--- config.mk ---
export PLATFORM = sky130hd
export DESIGN_NAME = undertemp_fault_response
export DESIGN_NICKNAME = d
export VERILOG_FILES = /design/src/shared/ut_fault_pkg.sv /design/src/logic/delay_timer.sv /design/src/logic/undertemp_fault_response.sv
export VERILOG_INCLUDE_DIRS = /design/src /design/src/shared
export SDC_FILE = /design/constraint.sdc
export NUM_CORES = 1
export LEC_CHECK = 0
export BUFFER_PORTS_ARGS = -buffer_cell sky130_fd_sc_hd__buf_4
export CELL_PAD_IN_SITES_DETAIL_PLACEMENT = 1
export CELL_PAD_IN_SITES_GLOBAL_PLACEMENT = 2
export CORE_UTILIZATION = 34
export CTS_BUF_LIST = sky130_fd_sc_hd__clkbuf_4 sky130_fd_sc_hd__clkbuf_8
export DETAILED_ROUTE_END_ITERATION = 12
export MAX_ROUTING_LAYER = met4
export PLACE_DENSITY_LB_ADDON = 0.1
export SYNTH_ARGS = -nofsm -noshare
export SYNTH_HDL_FRONTEND = slang
export SYNTH_SLANG_ARGS = --single-unit
--- constraint.sdc ---
create_clock -name CLK_I -period 2.34 [get_ports CLK_I]
set_input_delay 0 -clock CLK_I [delete_from_list [all_inputs] [get_ports CLK_I]]
set_output_delay 0 -clock CLK_I [all_outputs]
set_load 0.02 [all_outputs]
--- src/shared/ut_fault_defs.svh ---
// Purpose: Named constants for the under-temperature fault response block.
// Assumes: 40 MHz system clock; time unit supplied in microseconds.
// Notes:   Definitions only; included by bare name.
`ifndef UT_FAULT_DEFS_SVH
`define UT_FAULT_DEFS_SVH

// ==========================================================================
// Command codes and reset value.
`define UTR_CMD_CODE     8'h54
`define UTR_UNIT_CODE    8'hD2
`define UTR_RESET_VAL    8'h80

// ==========================================================================
// Field encodings of the configuration byte.
`define UTR_RESP_IGNORE  2'h0
`define UTR_RESP_RUNON   2'h1
`define UTR_RESP_RETRY   2'h2
`define UTR_RESP_LATCH   2'h3
`define UTR_RETRY_NONE   3'h0
`define UTR_RETRY_FOREVER 3'h7

// ==========================================================================
// Delay code to number of time units.
`define UTR_UNITS_0      8'h01
`define UTR_UNITS_1      8'h02
`define UTR_UNITS_2      8'h02
`define UTR_UNITS_3      8'h08
`define UTR_UNITS_4      8'h10
`define UTR_UNITS_5      8'h20
`define UTR_UNITS_6      8'h40
`define UTR_UNITS_7      8'h80

// ==========================================================================
// Timing: one microsecond tick derived from the clock.
`define UTR_CLK_NS       25
`define UTR_TICK_NS      1000
`define UTR_TICK_CYCLES  (`UTR_TICK_NS / `UTR_CLK_NS)

`endif

--- src/shared/ut_fault_pkg.sv ---
// Purpose: Types for the under-temperature fault response block.
// Assumes: Field layout of the configuration byte is fixed.
// Notes:   Constants live in ut_fault_defs.svh.
package ut_fault_pkg;

	// ======================================================================
	// Configuration byte, most significant field first.
	typedef struct packed {
		logic [1:0] resp;
		logic [2:0] retries;
		logic [2:0] dly;
	} cfg_t;

	// ======================================================================
	// One-hot response states.
	typedef enum logic [5:0] {
		ST_OFF   = 6'h01,
		ST_RUN   = 6'h02,
		ST_RUNON = 6'h04,
		ST_WAIT  = 6'h08,
		ST_TRY   = 6'h10,
		ST_LATCH = 6'h20
	} state_t;

endpackage
--- src/logic/delay_timer.sv ---
// Purpose: Counts a number of time units, each a number of microsecond ticks.
// Assumes: us_tick_i is a one-cycle enable from a free-running divider.
// Notes:   A start reloads the timer even while it runs.
`timescale 1ns/10ps
module delay_timer (
	input  wire logic        clk_i,     // System clock.
	input  wire logic        rst_i,     // Asynchronous reset, active high.
	input  wire logic        start_i,   // Load and start, one-cycle pulse.
	input  wire logic        us_tick_i, // Microsecond enable pulse.
	input  wire logic [15:0] unit_us_i, // Length of one unit in microseconds.
	input  wire logic [7:0]  units_i,   // Number of units to count.
	output logic             done_o     // One-cycle pulse at expiry.
);

	logic [15:0] us_cnt_q;
	logic [7:0]  unit_cnt_q;
	logic        busy_q;
	logic        done_q;
	wire  [15:0] unit_len = (unit_us_i == 16'h0000) ? 16'h0001 : unit_us_i;
	wire         unit_end = busy_q && us_tick_i && (us_cnt_q <= 16'h0001);
	wire         last     = unit_end && (unit_cnt_q <= 8'h01);

	assign done_o = done_q;

	// ======================================================================
	// Counting. Up to one microsecond of phase error at start is accepted
	// so that the prescaler can be shared with nothing to resynchronise.
	always_ff @(posedge clk_i or posedge rst_i) begin
		if (rst_i) begin
			us_cnt_q   <= 16'h0000;
			unit_cnt_q <= 8'h00;
			busy_q     <= 1'b0;
			done_q     <= 1'b0;
		end else if (start_i) begin
			us_cnt_q   <= unit_len;
			unit_cnt_q <= units_i;
			busy_q     <= 1'b1;
			done_q     <= 1'b0;
		end else begin
			done_q <= last;
			if (last) begin
				busy_q <= 1'b0;
			end else if (unit_end) begin
				us_cnt_q   <= unit_len;
				unit_cnt_q <= unit_cnt_q - 8'h01;
			end else if (busy_q && us_tick_i) begin
				us_cnt_q <= us_cnt_q - 16'h0001;
			end
		end
	end

	// ======================================================================
	// The final tick of the final unit must raise done on the next edge.
	chk_timer_expiry: assert property (@(posedge clk_i) disable iff (rst_i)
		last && !start_i |=> done_o && !busy_q)
		else $error("Delay timer did not expire on its final unit.");

endmodule

--- src/logic/undertemp_fault_response.sv ---
// Purpose: Under-temperature fault response: ignore, run on, retry or latch off.
// Assumes: Command strobes come from the management bus layer on CLK_I;
//          the time unit value is the decoded contents of the unit register.
// Notes:   The control pin is asynchronous and is synchronised here.
`include "ut_fault_defs.svh"
`timescale 1ns/10ps
module undertemp_fault_response (
	input  wire logic        CLK_I,          // 40 MHz clock.
	input  wire logic        RESET_I,        // Asynchronous reset, active high.
	input  wire logic        CMD_WR_I,       // Byte write strobe, one cycle.
	input  wire logic        CMD_RD_I,       // Byte read strobe, one cycle.
	input  wire logic [7:0]  CMD_CODE_I,     // Command code of the access.
	input  wire logic [7:0]  CMD_WDATA_I,    // Write data byte.
	output logic      [7:0]  CMD_RDATA_O,    // Read data byte.
	output logic             CMD_ACK_O,      // Access to this command taken.
	input  wire logic [15:0] UNIT_US_I,      // Time unit in microseconds.
	input  wire logic        UT_FAULT_I,     // Under-temperature fault present.
	input  wire logic        STATUS_CLR_I,   // Clear of the status bit, pulse.
	input  wire logic        CLEAR_FAULTS_I, // Clear-all command, pulse.
	input  wire logic        CTRL_PIN_I,     // Remote control pin, high is on.
	input  wire logic        OP_ON_I,        // Operation command on state.
	input  wire logic        OTHER_SHDN_I,   // Another fault forces shutdown.
	output logic             OUT_EN_O,       // Output regulation enable.
	output logic             FAULT_STS_O     // Sticky under-temperature status.
);

	ut_fault_pkg::state_t st_q;
	ut_fault_pkg::state_t st_d;
	logic [7:0]           cfg_q;
	logic [7:0]           rdata_q;
	logic                 ack_q;
	logic                 ctrl_s1_q;
	logic                 ctrl_s2_q;
	logic                 cmd_on_q;
	logic                 sts_q;
	logic                 out_en_q;
	logic [2:0]           tries_q;
	logic [2:0]           tries_d;
	logic [5:0]           tick_cnt_q;
	logic                 us_tick_q;
	logic                 tmr_start;
	logic                 tmr_done;
	logic [7:0]           units;

	// ======================================================================
	// Decode and field selection.
	ut_fault_pkg::cfg_t cfg;
	assign cfg = ut_fault_pkg::cfg_t'(cfg_q);
	wire hit       = (CMD_CODE_I == `UTR_CMD_CODE);
	wire cmd_on    = ctrl_s2_q && OP_ON_I;
	wire on_rise   = cmd_on && !cmd_on_q && !OTHER_SHDN_I;
	wire kill      = !cmd_on || OTHER_SHDN_I;
	wire clr_evt   = STATUS_CLR_I || CLEAR_FAULTS_I;
	wire no_retry  = (cfg.retries == `UTR_RETRY_NONE);
	wire endless   = (cfg.retries == `UTR_RETRY_FOREVER);
	wire more_left = endless || (tries_q < cfg.retries);
	wire in_fault  = (st_q == ut_fault_pkg::ST_WAIT) || (st_q == ut_fault_pkg::ST_TRY) ||
	                 (st_q == ut_fault_pkg::ST_LATCH);

	assign CMD_RDATA_O = rdata_q;
	assign CMD_ACK_O   = ack_q;
	assign OUT_EN_O    = out_en_q;
	assign FAULT_STS_O = sts_q;

	// ======================================================================
	// Delay code to unit count; codes 1 and 2 sit in named constants.
	always_comb begin
		case (cfg.dly)
			3'h0:    units = `UTR_UNITS_0;
			3'h1:    units = `UTR_UNITS_1;
			3'h2:    units = `UTR_UNITS_2;
			3'h3:    units = `UTR_UNITS_3;
			3'h4:    units = `UTR_UNITS_4;
			3'h5:    units = `UTR_UNITS_5;
			3'h6:    units = `UTR_UNITS_6;
			default: units = `UTR_UNITS_7;
		endcase
	end

	// ======================================================================
	// Microsecond divider feeding the delay timer.
	always_ff @(posedge CLK_I or posedge RESET_I) begin
		if (RESET_I) begin
			tick_cnt_q <= 6'h00;
			us_tick_q  <= 1'b0;
		end else begin
			us_tick_q  <= (tick_cnt_q == 6'(`UTR_TICK_CYCLES - 1));
			tick_cnt_q <= (tick_cnt_q == 6'(`UTR_TICK_CYCLES - 1)) ? 6'h00 : tick_cnt_q + 6'h01;
		end
	end

	// One timer serves both the run-on time and the retry spacing.
	delay_timer u_timer (
		.clk_i     (CLK_I),
		.rst_i     (RESET_I),
		.start_i   (tmr_start),
		.us_tick_i (us_tick_q),
		.unit_us_i (UNIT_US_I),
		.units_i   (units),
		.done_o    (tmr_done)
	);

	// ======================================================================
	// Response sequencing. Shutdown by command or another fault has the
	// highest priority; a clear returns a faulted output to regulation.
	always_comb begin
		st_d      = st_q;
		tries_d   = tries_q;
		tmr_start = 1'b0;
		if (kill) begin
			st_d = ut_fault_pkg::ST_OFF;
		end else if (clr_evt && in_fault) begin
			st_d = ut_fault_pkg::ST_RUN;
		end else begin
			case (st_q)
				ut_fault_pkg::ST_OFF: begin
					if (on_rise) st_d = ut_fault_pkg::ST_RUN;
				end
				ut_fault_pkg::ST_RUN: begin
					if (UT_FAULT_I) begin
						case (cfg.resp)
							`UTR_RESP_IGNORE: st_d = ut_fault_pkg::ST_RUN;
							`UTR_RESP_RUNON: begin
								st_d      = ut_fault_pkg::ST_RUNON;
								tmr_start = 1'b1;
							end
							`UTR_RESP_RETRY: begin
								tries_d   = 3'h0;
								tmr_start = !no_retry;
								st_d      = no_retry ? ut_fault_pkg::ST_LATCH
								                     : ut_fault_pkg::ST_WAIT;
							end
							default: st_d = ut_fault_pkg::ST_LATCH;
						endcase
					end
				end
				ut_fault_pkg::ST_RUNON: begin
					if (tmr_done && !UT_FAULT_I) begin
						st_d = ut_fault_pkg::ST_RUN;
					end else if (tmr_done) begin
						tries_d   = 3'h0;
						tmr_start = !no_retry;
						st_d      = no_retry ? ut_fault_pkg::ST_LATCH : ut_fault_pkg::ST_WAIT;
					end
				end
				ut_fault_pkg::ST_WAIT: begin
					if (tmr_done && more_left) begin
						tries_d   = endless ? tries_q : tries_q + 3'h1;
						tmr_start = 1'b1;
						st_d      = ut_fault_pkg::ST_TRY;
					end else if (tmr_done) begin
						st_d = ut_fault_pkg::ST_LATCH;
					end
				end
				// An attempt that still finds the fault fails at once and drops the
				// output; the timer keeps running, so attempt starts stay one delay
				// apart. The price is a one-cycle enable pulse per failed attempt.
				ut_fault_pkg::ST_TRY: begin
					if (UT_FAULT_I) begin
						st_d = ut_fault_pkg::ST_WAIT;
					end else if (tmr_done) begin
						st_d = ut_fault_pkg::ST_RUN;
					end
				end
				ut_fault_pkg::ST_LATCH: st_d = ut_fault_pkg::ST_LATCH;
				default: st_d = ut_fault_pkg::ST_OFF;
			endcase
		end
	end

	// ======================================================================
	// State, enable and the sticky status bit, where a new fault wins
	// over a clear arriving in the same cycle.
	always_ff @(posedge CLK_I or posedge RESET_I) begin
		if (RESET_I) begin
			st_q     <= ut_fault_pkg::ST_OFF;
			tries_q  <= 3'h0;
			out_en_q <= 1'b0;
			sts_q    <= 1'b0;
			cmd_on_q <= 1'b0;
		end else begin
			st_q     <= st_d;
			tries_q  <= tries_d;
			out_en_q <= (st_d == ut_fault_pkg::ST_RUN) || (st_d == ut_fault_pkg::ST_RUNON) ||
			            (st_d == ut_fault_pkg::ST_TRY);
			sts_q    <= UT_FAULT_I || (sts_q && !clr_evt && !on_rise);
			cmd_on_q <= cmd_on;
		end
	end

	// ======================================================================
	// Control pin synchroniser; only the second stage is read.
	always_ff @(posedge CLK_I or posedge RESET_I) begin
		if (RESET_I) begin
			ctrl_s1_q <= 1'b0;
			ctrl_s2_q <= 1'b0;
		end else begin
			ctrl_s1_q <= CTRL_PIN_I;
			ctrl_s2_q <= ctrl_s1_q;
		end
	end

	// ======================================================================
	// Configuration byte access. Unknown codes get no acknowledge.
	always_ff @(posedge CLK_I or posedge RESET_I) begin
		if (RESET_I) begin
			cfg_q   <= `UTR_RESET_VAL;
			rdata_q <= 8'h00;
			ack_q   <= 1'b0;
		end else begin
			ack_q   <= hit && (CMD_WR_I || CMD_RD_I);
			rdata_q <= (hit && CMD_RD_I) ? cfg_q : 8'h00;
			if (hit && CMD_WR_I) cfg_q <= CMD_WDATA_I;
		end
	end

	// ======================================================================
	// Checks.
	wire quiet = !kill && !clr_evt;

	chk_ignore_stays_on: assert property (@(posedge CLK_I) disable iff (RESET_I)
		st_q == ut_fault_pkg::ST_RUN && UT_FAULT_I && cfg.resp == `UTR_RESP_IGNORE && quiet
		|=> OUT_EN_O && st_q == ut_fault_pkg::ST_RUN)
		else $error("Ignored fault disturbed regulation.");

	chk_runon_keeps_on: assert property (@(posedge CLK_I) disable iff (RESET_I)
		st_q == ut_fault_pkg::ST_RUN && UT_FAULT_I && cfg.resp == `UTR_RESP_RUNON && quiet
		|=> OUT_EN_O && st_q == ut_fault_pkg::ST_RUNON)
		else $error("Run-on response did not keep the output on.");

	chk_retry_disables: assert property (@(posedge CLK_I) disable iff (RESET_I)
		st_q == ut_fault_pkg::ST_RUN && UT_FAULT_I && cfg.resp == `UTR_RESP_RETRY && quiet
		|=> !OUT_EN_O)
		else $error("Disable-and-retry left the output on.");

	chk_latch_holds: assert property (@(posedge CLK_I) disable iff (RESET_I)
		st_q == ut_fault_pkg::ST_LATCH && quiet |=> st_q == ut_fault_pkg::ST_LATCH && !OUT_EN_O)
		else $error("Latched fault released without a clear.");

	chk_clear_status: assert property (@(posedge CLK_I) disable iff (RESET_I)
		clr_evt && !UT_FAULT_I |=> !FAULT_STS_O)
		else $error("Status not cleared.");

	chk_onoff_restarts: assert property (@(posedge CLK_I) disable iff (RESET_I)
		st_q == ut_fault_pkg::ST_OFF && on_rise ##1 !kill |-> OUT_EN_O)
		else $error("Off-on cycle did not restore the output.");

	chk_no_retry_latch: assert property (@(posedge CLK_I) disable iff (RESET_I)
		st_q == ut_fault_pkg::ST_RUN && UT_FAULT_I && cfg.resp == `UTR_RESP_RETRY &&
		no_retry && quiet |=> st_q == ut_fault_pkg::ST_LATCH)
		else $error("Zero retries did not latch off.");

	chk_attempt_limit: assert property (@(posedge CLK_I) disable iff (RESET_I)
		st_q == ut_fault_pkg::ST_TRY && !endless |-> tries_q != 3'h0 && tries_q <= cfg.retries)
		else $error("Attempt count outside the retry setting.");

	chk_exhaust_latch: assert property (@(posedge CLK_I) disable iff (RESET_I)
		st_q == ut_fault_pkg::ST_WAIT && tmr_done && !more_left && quiet
		|=> st_q == ut_fault_pkg::ST_LATCH && !OUT_EN_O)
		else $error("Exhausted retries did not hold the output off.");

	chk_forever_retry: assert property (@(posedge CLK_I) disable iff (RESET_I)
		st_q == ut_fault_pkg::ST_WAIT && tmr_done && endless && quiet
		|=> st_q == ut_fault_pkg::ST_TRY && OUT_EN_O)
		else $error("Continuous retry stopped.");

endmodule

==> impl_metrics.py, run 1 <==
metrics = {
    "run_status": {
        "status": "completed",
    },
    "clock_network": {
        "cts_buffer_depth": 2,
        "cts_tree": "done",
        "cts_buffers": 9,
        "cts_root_buffer": "clkbuf_8",
        "clk_pin_slew_ns": 0.08,
        "cts_num_sinks": 64,
        "ctsHtreeMaxLevel": 3,
        "clkLatencyLatePin_ns": 0.35,
    },
    "floorplanning": {
        "num_rows": 37,
        "die_area_um2": 11310,
        "io_pins": 53,
        "die_h_um": 106.4,
        "core_um2": 10460,
        "initial_core_util_pct": 35.39,
        "dieWidth_um": 106.4,
    },
    "sta": {
        "slew_violations": 0,
        "worst_slew_pin_slew_ns": 0.6290,
        "hold_ws_ns": 0.08883,
        "finalCritPeriodShare_pct": 98.63,
        "hold_viol": 0,
        "setup_violations": 0,
        "slew_headroom_pct": 57.62,
        "fmax_mhz": 433.3,
        "clock_skew_ns": 0.01377,
        "fin_setup_tns_ns": 0,
        "rsz0062_at_grt": "true",
        "finalCriticalPeriod_ns": 2.308,
    },
    "synthesis": {
        "synth_top_area_share_pct": 41.91,
        "synth_area_leaders": "dfrtp_1 42%, ha_1 4.4%, o21ai_0 2.8%",
        "synth_fp_nets": 442,
        "synth_seq_area_share_pct": 43.33,
        "synth-main-ff-cell": "dfrtp_1",
        "ys_ff_latch": 64,
        "synth_most_common_cell": "dfrtp_1",
        "syn_area_per_cell_um2": 9.567,
        "ys_warn_count": 0,
        "yosysTopAreaCell": "dfrtp_1",
        "synth_commonest_cells": "62 x dfrtp_1, 27 x nor2_1, 25 x nand2_1",
        "synth_edf_count": 0,
        "synth_cell_type_count": 69,
        "synthArstFlopShare_pct": 100.0,
        "syn_area_um2": 3702,
        "synthCells": 387,
    },
    "global_route": {
        "use_met2_pct": 33.77,
        "grt_overflow_total": 0,
        "grt_max_degree": 39,
        "gr-usage-met3_pct": 3.924,
        "grt.busiest_layer": "met2",
        "grt_pass1_vias": 3689,
        "antenna_found_initial": 0,
        "grt_pass1_wl_um": 18360,
        "grt_usage_pct": 21.36,
        "met1_usage_pct": 27.87,
    },
    "detailed_routing": {
        "wl_per_cell_um": 16.98,
        "drt.antenna.violating_nets": 0,
        "via_per_inst": 5.370,
        "drc_errors": 0,
        "wl_um": 11100,
        "first_pass_iters": 4,
        "first_iter_violations": 104,
        "vias": 3512,
    },
    "cells_and_area": {
        "drive_above_1_share_pct": 29.73,
        "syn2layout_area_growth_pct": 41.50,
        "antennaDiodeCount": 0,
        "n_fill_cell": 1219,
        "final_net_count": 568,
    },
    "power_and_ir_drop": {
        "vdd_ir_drop_max_mv": 0.2452,
        "p_leak_nw": 2.194,
        "p_per_area_nw_per_um2": 420.2,
    },
    "worst_setup_path": {
        "cp.arrival_ns": 2.59,
        "path_max_fanout": 5,
        "worstSetupStartpointType": "flip-flop",
        "cp_data_required_time_ns": 2.63,
        "endpoint_kind": "flip-flop",
        "crit_type": "flip-flop to flip-flop",
    },
    "worst_hold_path": {
        "hold_class": "input port to flip-flop",
    },
    "flow_run": {
        "cap_viol_max_count": 0,
    },
    "placement": {
        "port_buffers": 52,
        "routabilityCongestion": 0.8024,
        "hpwl_um": 7992,
    },
}
==> through the flow <==
step                      instance area [µm²]  instances  setup WS [ns]  util, %  total power (W)
after floorplan                          3712        387        0.01712        -         0.001217
after global placement                   4527        600       0.007070    43.27         0.001305
after detailed placement                 4527        600       -0.05923    43.27         0.001308
after CTS                                5012        645       0.003379    47.91         0.002229
after global routing                     5239        654       -0.05152    50.07         0.002308
final                                    5239        654        0.03214    50.07         0.002201
==> path summary, 6_finish.rpt <==
path,from,end,slack (ns),cells past startpoint
hold / removal,UNIT_US_I[0],u_timer.us_cnt_q[0],0.09,3
setup / recovery,u_timer.unit_cnt_q[6],u_timer.us_cnt_q[8],0.03,7
setup reg to reg,u_timer.unit_cnt_q[6],u_timer.us_cnt_q[8],0.03,7
min in group asynchronous,RESET_I,CMD_RDATA_O[3],0.28,3
hold reg to reg,ctrl_s1_q,ctrl_s2_q,0.35,0
max in group asynchronous,RESET_I,st_q[0],1.37,4
==> power by group <==
| part | total, W | internal (W) | switching, W |
|---|---|---|---|
| logic | 0.000199 | 0.000114 | 0.0000849 |
| registers | 0.00113 | 0.00112 | 0.0000149 |
| clock network | 0.000869 | 0.000399 | 0.000470 |
| total | 0.00220 | 0.00163 | 0.000570 |
==> layout make-up <==
cell class	instances	area (µm²)	share of cell area, %
clock inverters	6	46.29	0.8837
inverters	17	63.81	1.218
multi-input cells	291	2092	39.93
flip-flops and latches	64	1604	30.62
well taps	136	170.2	3.248
clock buffers	10	131.4	2.508
repair buffers	130	1131	21.59
==> what timing repair did <==
action / CTS / global route
resized for setup: 5 / 20
setup buffers: 0 / 8
cloned: 0 / 1
hold buffers: 29 / 0
endpoints found under the hold margin: 53 / 0
setup endpoints to repair: 7 / 24
pin swaps: 1 / 8
==> routing by layer <==
metal / vias up / share of wire (%) / routed length [µm]
met5: - / 0 / 0
li1: 1697 / - / -
met2: 71 / 48 / 5275
met3: 18 / 3.2 / 359
met4: 0 / 1.6 / 181
met1: 1726 / 48 / 5286
==> sequential cells by signal, summed over array words and instances (netlist names) <==
| signal | flops |
|---|---|
| CMD_RDATA_O | 8 |
| u_timer.unit_cnt_q | 8 |
| FAULT_STS_O | 1 |
| OUT_EN_O | 1 |
| u_timer.done_o | 1 |
| st_q | 6 |
| CMD_ACK_O | 1 |
| u_timer.us_cnt_q | 16 |
| tick_cnt_q | 6 |
| cmd_on_q | 1 |
| ctrl_s2_q | 1 |
| us_tick_q | 1 |
| tries_q | 3 |
| cfg | 8 |
| u_timer.busy_q | 1 |
| ctrl_s1_q | 1 |
==> cells in the final DEF, fill, tap and decap left out, types with 4 or more instances in the layout <==
cell	count
a31oi_1	4
nand4b_1	4
a2bb2oi_1	7
nor2b_1	5
dlygate4sd3_1	29
a21oi_1	16
nand3b_1	4
buf_4	92
nor4_1	7
nand2_1	25
nor3_1	16
o21ai_0	19
buf_12	4
nand3_1	18
dfrtp_1	62
or3_1	9
o21a_1	6
ha_1	12
and3_1	5
buf_6	4
a21o_1	5
clkbuf_8	9
inv_1	16
nand2b_1	6
xnor2_1	10
mux2_2	8
nor2_1	27
xor2_1	4
==> critical path, stage by stage (launching register included) <==
cell     delay [ns]
dfrtp_1        0.38
or4_4          0.56
or4_4          0.55
o31ai_4        0.22
buf_4          0.20
nand2_1        0.06
a21oi_1        0.19
a21o_1         0.10
==> cells by family after synthesis <==
group,after synthesis,synth area share [%]
adder cells (fa/ha/maj),13,4.393
flip-flops,64,43.33
AND/OR/NAND/NOR,152,22.64
AO/OA/AOI/OAI,103,20.14
buffers and inverters,32,3.481
multiplexers,9,2.704
XOR/XNOR,14,3.312
Note: power is estimated with default switching activity, not from simulation.
==> run 2: changes to the inputs <==
HOLD_SLACK_MARGIN = 0.06   (was not set)
MAX_ROUTING_LAYER = not set   (was met4)
SYNTH_HIERARCHICAL = 1   (was not set)
==> run 2 against run 1 <==
  * Largest cell class unchanged
  * Setup slack worse by 0.56 ns
  * Die area is 6.9% higher
  * The run now ends with setup timing left
  * First-iteration DRC count is 63% higher
  * Total power is 8.9% higher
  * Routed wire length is 12% higher
  * Core utilization is 1.0 points higher
  * Fmax is 19% lower
==> impl_metrics.py, run 2 <==
metrics = {
    "detailed_routing": {
        "drt.antenna.violating_nets": 0,
        "wl_per_cell_um": 17.25,
        "wl_um": 12440,
        "first_pass_iters": 6,
        "vias": 3795,
        "via_per_inst": 5.264,
        "drc_errors": 0,
        "first_iter_violations": 170,
    },
    "synthesis": {
        "synth-main-ff-cell": "dfrtp_1",
        "synth_seq_area_share_pct": 40.48,
        "syn_area_per_cell_um2": 9.665,
        "ys_ff_latch": 64,
        "synth_compound_area_share_pct": 18.25,
        "ys_warn_count": 6,
        "synth_top_area_share_pct": 39.15,
        "synth_most_common_cell": "dfrtp_1",
        "synth_top_family_by_area": "simple AND/OR/NAND/NOR gates",
        "synth_cell_type_count": 80,
        "synthArstFlopShare_pct": 100.0,
        "synth_edf_count": 0,
        "synth_xor_area_share_pct": 2.400,
        "synth_commonest_cells": "62 x dfrtp_1, 39 x nor2_1, 31 x nand2_1",
        "synthCells": 410,
        "syn_area_um2": 3963,
        "synth.area.mux_share_pct": 4.042,
        "synthSimpleGateAreaFrac_pct": 25.58,
        "synthAdderAreaFrac_pct": 4.105,
        "yosysTopAreaCell": "dfrtp_1",
        "synth_area_leaders": "dfrtp_1 39%, ha_1 4.1%, nor2_1 3.7%",
        "synth_fp_nets": 465,
    },
    "sta": {
        "slew_violations": 0,
        "finalCritPeriodShare_pct": 122.5,
        "finalCriticalPeriod_ns": 2.867,
        "fmax_mhz": 348.8,
        "worst_slew_pin_slew_ns": 0.6029,
        "hold_viol": 0,
        "slew_headroom_pct": 59.43,
        "clock_skew_ns": 0.01178,
        "rsz0062_at_grt": "true",
        "setup_violations": 26,
        "setup_ws_ns": -0.5269,
    },
    "worst_setup_path": {
        "crit_type": "flip-flop to flip-flop",
        "cp.arrival_ns": 3.12,
        "endpoint_kind": "flip-flop",
        "path_cells": "inv_2 > ha_4 > a21o_1 > a31oi_2 > o211ai_1 > a21oi_2 > or2_4 > or4b_4 > o31ai_4 > buf_6 > nor4_1 > a211o_1",
        "r2r_slack_ns": -0.53,
        "cp_data_required_time_ns": 2.59,
        "cp_slowest_cell": "or4b_4",
        "reg2reg_to": "u_timer/unit_cnt_q[0]",
        "slowest_delay_ns": 0.53,
        "crit_start": "cfg[5]",
        "path_buf_inv": 2,
        "rr_worst_depth": 12,
        "worstSetupStartpointType": "flip-flop",
        "worst_path_dominant_cell_family": "compound AO/OA/AOI/OAI gates",
        "r2r-start": "cfg[5]",
        "path_max_fanout": 3,
    },
    "cells_and_area": {
        "antennaDiodeCount": 0,
        "final_net_count": 628,
        "syn2layout_area_growth_pct": 46.64,
        "final_cell_mix": "130 x buf_4, 61 x dfrtp_1, 36 x nor2_1",
        "multi_input_area_um2": 2322,
        "final_util_pct": 51.11,
        "regMostFlops": "u_timer/us_cnt_q",
        "largest_register_ffs": 16,
        "layout_commonest_cell": "buf_4",
        "n_fill_cell": 1290,
        "final_area_um2": 5811,
        "regArea_um2": 1605,
        "drive_above_1_share_pct": 39.10,
    },
    "floorplanning": {
        "initial_core_util_pct": 34.85,
        "dieWidth_um": 110.0,
        "io_pins": 53,
        "core_um2": 11370,
        "num_rows": 39,
        "die_area_um2": 12090,
        "die_h_um": 110.0,
    },
    "clock_network": {
        "ctsHtreeMaxLevel": 3,
        "cts_buffer_depth": 2,
        "cts_buffers": 9,
        "cts_root_buffer": "clkbuf_8",
        "cts_tree": "done",
        "clk_pin_slew_ns": 0.08,
        "clkLatencyLatePin_ns": 0.36,
        "cts_num_sinks": 64,
    },
    "worst_hold_path": {
        "min_from": "UNIT_US_I[2]",
        "hold-path-cell-count": 3,
        "hold_end": "u_timer/us_cnt_q[2]",
        "hold_class": "input port to flip-flop",
    },
    "global_route": {
        "grt_max_degree": 39,
        "antenna_found_initial": 0,
        "grt_pass1_wl_um": 20370,
        "grt_usage_pct": 22.33,
        "grt_pass1_vias": 4098,
        "grt_overflow_total": 0,
    },
    "placement": {
        "port_buffers": 52,
        "hpwl_um": 9202,
        "routabilityCongestion": 0.8542,
        "post_dp_cell_area_um2": 5091,
    },
    "power_and_ir_drop": {
        "p_per_area_nw_per_um2": 412.6,
        "vdd_ir_drop_max_mv": 0.2640,
        "p_leak_nw": 2.572,
    },
    "flow_run": {
        "cap_viol_max_count": 0,
    },
    "run_status": {
        "status": "finished with violations",
        "violations": "setup timing",
    },
}
-- run 2: cell types whose count changed in the layout (fill, tap and decap cells not counted), moves of 7 or more --
cell     previous run  this run
nor2_1             27        36
a21oi_1            16         9
buf_4              92       130
o21ai_0            19         9
-- run 2: how the worst max path moves through the flow --
stage	cells after the start	slack, ns	end
6_report	12	-0.53	u_timer/unit_cnt_q[0]
5_1_grt	13	-0.64	u_timer/us_cnt_q[3]
4_1_cts	12	-0.50	u_timer/us_cnt_q[7]
3_5_place_dp	12	-0.58	u_timer/us_cnt_q[10]
3_3_place_gp	12	-0.50	u_timer/us_cnt_q[7]
2_1_floorplan	12	-0.46	u_timer/us_cnt_q[7]
-- run 2: layer usage --
metal / global-route usage, % / up-vias / part of all wire [%]
met4: 9.619 / 0 / 2.4
met5: 0 / - / 0
met1: 27.08 / 1881 / 44
met3: 3.082 / 27 / 1.6
li1: - / 1847 / -
met2: 39.24 / 40 / 52
-- run 2: logic make-up (layout without fill, tap and decap cells) --
group | count (synthesis) | after routing
fa+ha+maj | 13 | 13
xor+xnor | 10 | 10
flops | 64 | 64
buf+inv | 37 | 204
compound gates | 90 | 91
other cells | 1 | 1
simple gates | 180 | 180
mux | 15 | 15
-- run 2: power by group --
| part | switching, W | total, W | internal [W] | leakage (nW) |
|---|---|---|---|---|
| clock | 0.000483 | 0.00101 | 0.000524 | 0.0989 |
| sequential | 0.0000134 | 0.00113 | 0.00112 | 0.815 |
| combinational | 0.000114 | 0.000258 | 0.000143 | 1.66 |
-- run 2: worst min-delay path, cell delays in order --
cell and delay [ns]:
buf_4 0.12, nor3_1 0.18, a211oi_1 0.08
-- run 2: stage by stage --
stage	hold slack, ns	worst slack [ns]	cells	total power (W)	setup TNS [ns]
6_report	0.06752	-0.5269	721	0.002398	-10.79
5_1_grt	0.1031	-0.6390	721	0.002506	-14.04
4_1_cts	0.06285	-0.4976	720	0.002436	-10.13
3_5_place_dp	0.1102	-0.5808	669	0.001362	-11.55
3_3_place_gp	0.1065	-0.4997	669	0.001355	-10.22
2_1_floorplan	0.03143	-0.4597	410	0.001237	-7.489
-- run 2: timing repair --
action | in CTS | in global routing
endpoints found under the hold margin | 99 | 0
hold buffers | 30 | 0
resized for setup | 21 | 17
buffers inserted | 4 | 2
cloned | 1 | 0
setup endpoints to repair | 28 | 28
pin swaps | 5 | 1
-- run 2: layout make-up --
cell class	instances	area share [%]
tap	143	3.079
clock inverter	6	1.163
sequential	64	27.63
clock buffer	10	2.369
multi-input combinational	310	39.97
timing repair buffer	171	24.70
inverter	17	1.098
==> run 3: changes to the inputs <==
ABC_AREA = 1   (was not set)
CORE_UTILIZATION = 30   (was 34)
SYNTH_HIERARCHICAL = not set   (was 1)
==> run 3 against run 2 <==
  * The flow now finishes without violations
  * Cell area decreased by 5.4%
  * Die area rose by 23%
  * Core utilization down 12 points
  * Setup slack better by 0.73 ns
  * Total power decreased by 3.0%
  * First-iteration DRC count fell by 1.8%
  * Worst hold slack gained 0.062 ns
==> impl_metrics.py, run 3 <==
metrics = {
    "run_status": {
        "status": "completed",
    },
    "synthesis": {
        "synth_commonest_cells": "229 x nand2_1, 81 x nor2_1, 63 x nand3_1",
        "synth_top_family_by_area": "simple AND/OR/NAND/NOR gates",
        "yosysTopAreaCell": "dfrtp_1",
        "synth_most_common_cell": "nand2_1",
        "syn_area_per_cell_um2": 6.811,
        "synth_xor_area_share_pct": 3.250,
        "synth_compound_area_share_pct": 4.875,
        "synthCells": 633,
        "synth_seq_area_share_pct": 37.20,
        "synth_cell_type_count": 35,
        "synth.area.mux_share_pct": 0,
        "synthAdderAreaFrac_pct": 3.772,
        "synth_top_area_share_pct": 35.98,
        "ys_ff_latch": 64,
        "synth_area_leaders": "dfrtp_1 36%, nand2_1 20%, nand3_1 7.3%",
        "synthArstFlopShare_pct": 100.0,
        "synth-main-ff-cell": "dfrtp_1",
        "ys_warn_count": 0,
        "synth_edf_count": 0,
        "synthSimpleGateAreaFrac_pct": 43.50,
        "synth_fp_nets": 688,
        "syn_area_um2": 4312,
    },
    "cells_and_area": {
        "antennaDiodeCount": 0,
        "fin_cells": 912,
        "final_net_count": 784,
        "syn2layout_area_growth_pct": 27.54,
        "drive_above_1_share_pct": 15.44,
        "final_util_pct": 39.46,
        "final_cell_mix": "229 x nand2_1, 80 x nor2_1, 71 x buf_4",
        "largest_register_ffs": 16,
        "regMostFlops": "u_timer.us_cnt_q",
        "layout_commonest_cell": "nand2_1",
    },
    "floorplanning": {
        "dieWidth_um": 121.9,
        "initial_core_util_pct": 30.94,
        "core_um2": 13930,
        "die_area_um2": 14860,
        "num_rows": 43,
        "io_pins": 53,
        "die_h_um": 121.9,
    },
    "worst_setup_path": {
        "crit_type": "flip-flop to flip-flop",
        "cp_data_required_time_ns": 2.58,
        "cp.arrival_ns": 2.37,
        "endpoint_kind": "flip-flop",
        "worstSetupStartpointType": "flip-flop",
        "path_max_fanout": 28,
    },
    "clock_network": {
        "clkLatencyLatePin_ns": 0.36,
        "cts_tree": "done",
        "cts_root_buffer": "clkbuf_8",
        "postCtsSetupBuffers": 0,
        "cts_num_sinks": 64,
        "cts_buffers": 9,
        "clk_pin_slew_ns": 0.07,
        "cts_buffer_depth": 2,
        "ctsHtreeMaxLevel": 3,
    },
    "global_route": {
        "antenna_found_initial": 0,
        "grt_overflow_total": 0,
        "grt_max_degree": 36,
        "grt_pass1_wl_um": 23150,
        "grt_pass1_vias": 4617,
        "grt_usage_pct": 20.27,
    },
    "placement": {
        "dp.cells": 867,
        "port_buffers": 52,
        "hpwl_um": 10360,
        "routabilityCongestion": 0.8106,
    },
    "sta": {
        "fin_setup_tns_ns": 0,
        "setup_violations": 0,
        "hold_viol": 0,
        "clock_skew_ns": 0.01464,
        "finalCritPeriodShare_pct": 91.18,
        "slew_headroom_pct": 42.76,
        "fmax_mhz": 468.7,
        "slew_violations": 0,
        "rsz0062_at_grt": "false",
        "finalCriticalPeriod_ns": 2.134,
        "hold_ws_ns": 0.1297,
        "worst_slew_pin_slew_ns": 0.8573,
    },
    "flow_run": {
        "cap_viol_max_count": 0,
    },
    "detailed_routing": {
        "drt.antenna.violating_nets": 0,
        "drc_errors": 0,
        "first_iter_violations": 167,
        "wl_um": 13860,
        "vias": 4492,
        "via_per_inst": 4.925,
        "wl_per_cell_um": 15.20,
        "first_pass_iters": 5,
    },
    "worst_hold_path": {
        "hold_class": "input port to flip-flop",
    },
    "power_and_ir_drop": {
        "p_leak_nw": 2.883,
        "p_per_area_nw_per_um2": 422.9,
        "vdd_ir_drop_max_mv": 0.3418,
    },
}
[run 3: logic make-up (layout without fill, tap and decap cells)]
kind of cell,Yosys count,count (layout)
xor+xnor,16,16
simple gates,427,427
buf+inv,77,176
fa+ha+maj,13,13
flops,64,64
compound gates,36,36
[run 3: timing repair]
| item | in CTS | in global routing |
|---|---|---|
| endpoints found under the setup margin | 0 | 1 |
| gates resized for setup | 0 | 1 |
| hold buffers | 31 | 0 |
| hold endpoints to repair | 62 | 0 |
[run 3: layer usage]
| layer | track usage [%] | up-vias | share of wire [%] |
|---|---|---|---|
| met5 | 0 | - | 0 |
| met4 | 5.556 | 0 | 1.1 |
| met3 | 3.464 | 12 | 2.9 |
| met2 | 34.36 | 67 | 48 |
| met1 | 26.41 | 2199 | 48 |
| li1 | - | 2214 | - |
[run 3: cell type report]
type | instances | area (µm²)
Tap cell | 180 | 225.2
Clock inverter | 3 | 43.79
Multi-Input combinational cell | 492 | 2396
Fill cell | 1783 | 8436
Timing Repair Buffer | 103 | 863.3
Sequential cell | 64 | 1604
Clock buffer | 11 | 145.1
Inverter | 59 | 221.5
[run 3: where the power goes]
part | switching, W | internal [W]
registers | 0.0000122 | 0.00112
clock network | 0.000452 | 0.000522
logic | 0.000106 | 0.000111
[run 3: worst paths after layout]
kind / start / cells past startpoint / slack (ns) / endpoint
hold / removal: CMD_RD_I / 3 / 0.13 / CMD_RDATA_O[5]
setup reg to reg: st_q[3] / 10 / 0.21 / u_timer.us_cnt_q[8]
max in group asynchronous: RESET_I / 4 / 1.24 / cfg[7]
min in group asynchronous: RESET_I / 3 / 0.37 / u_timer.unit_cnt_q[1]
setup / recovery: st_q[3] / 10 / 0.21 / u_timer.us_cnt_q[8]
hold reg to reg: ctrl_s1_q / 0 / 0.37 / ctrl_s2_q
[run 3: worst max-delay path, cell delays in order, from the launching register on]
cell and delay (ns):
dfrtp_1 0.40, nor2_2 0.28, nand3_1 0.22, nand3_1 0.14, nand2_1 0.09, nand2_1 0.13, nor2_4 0.06, nand2_4 0.29
nand2_4 0.22, nand2_1 0.12, nand2_1 0.05
[run 3: stage by stage]
step           instance area [µm²]  worst slack (ns)  power [W]
6_report                      5499            0.2064   0.002326
4_1_cts                       5494            0.2089   0.002374
3_3_place_gp                  4995            0.2564   0.001334
2_1_floorplan                 4312            0.5374   0.001230
5_1_grt                       5499           0.01268   0.002433
3_5_place_dp                  4995            0.2328   0.001338
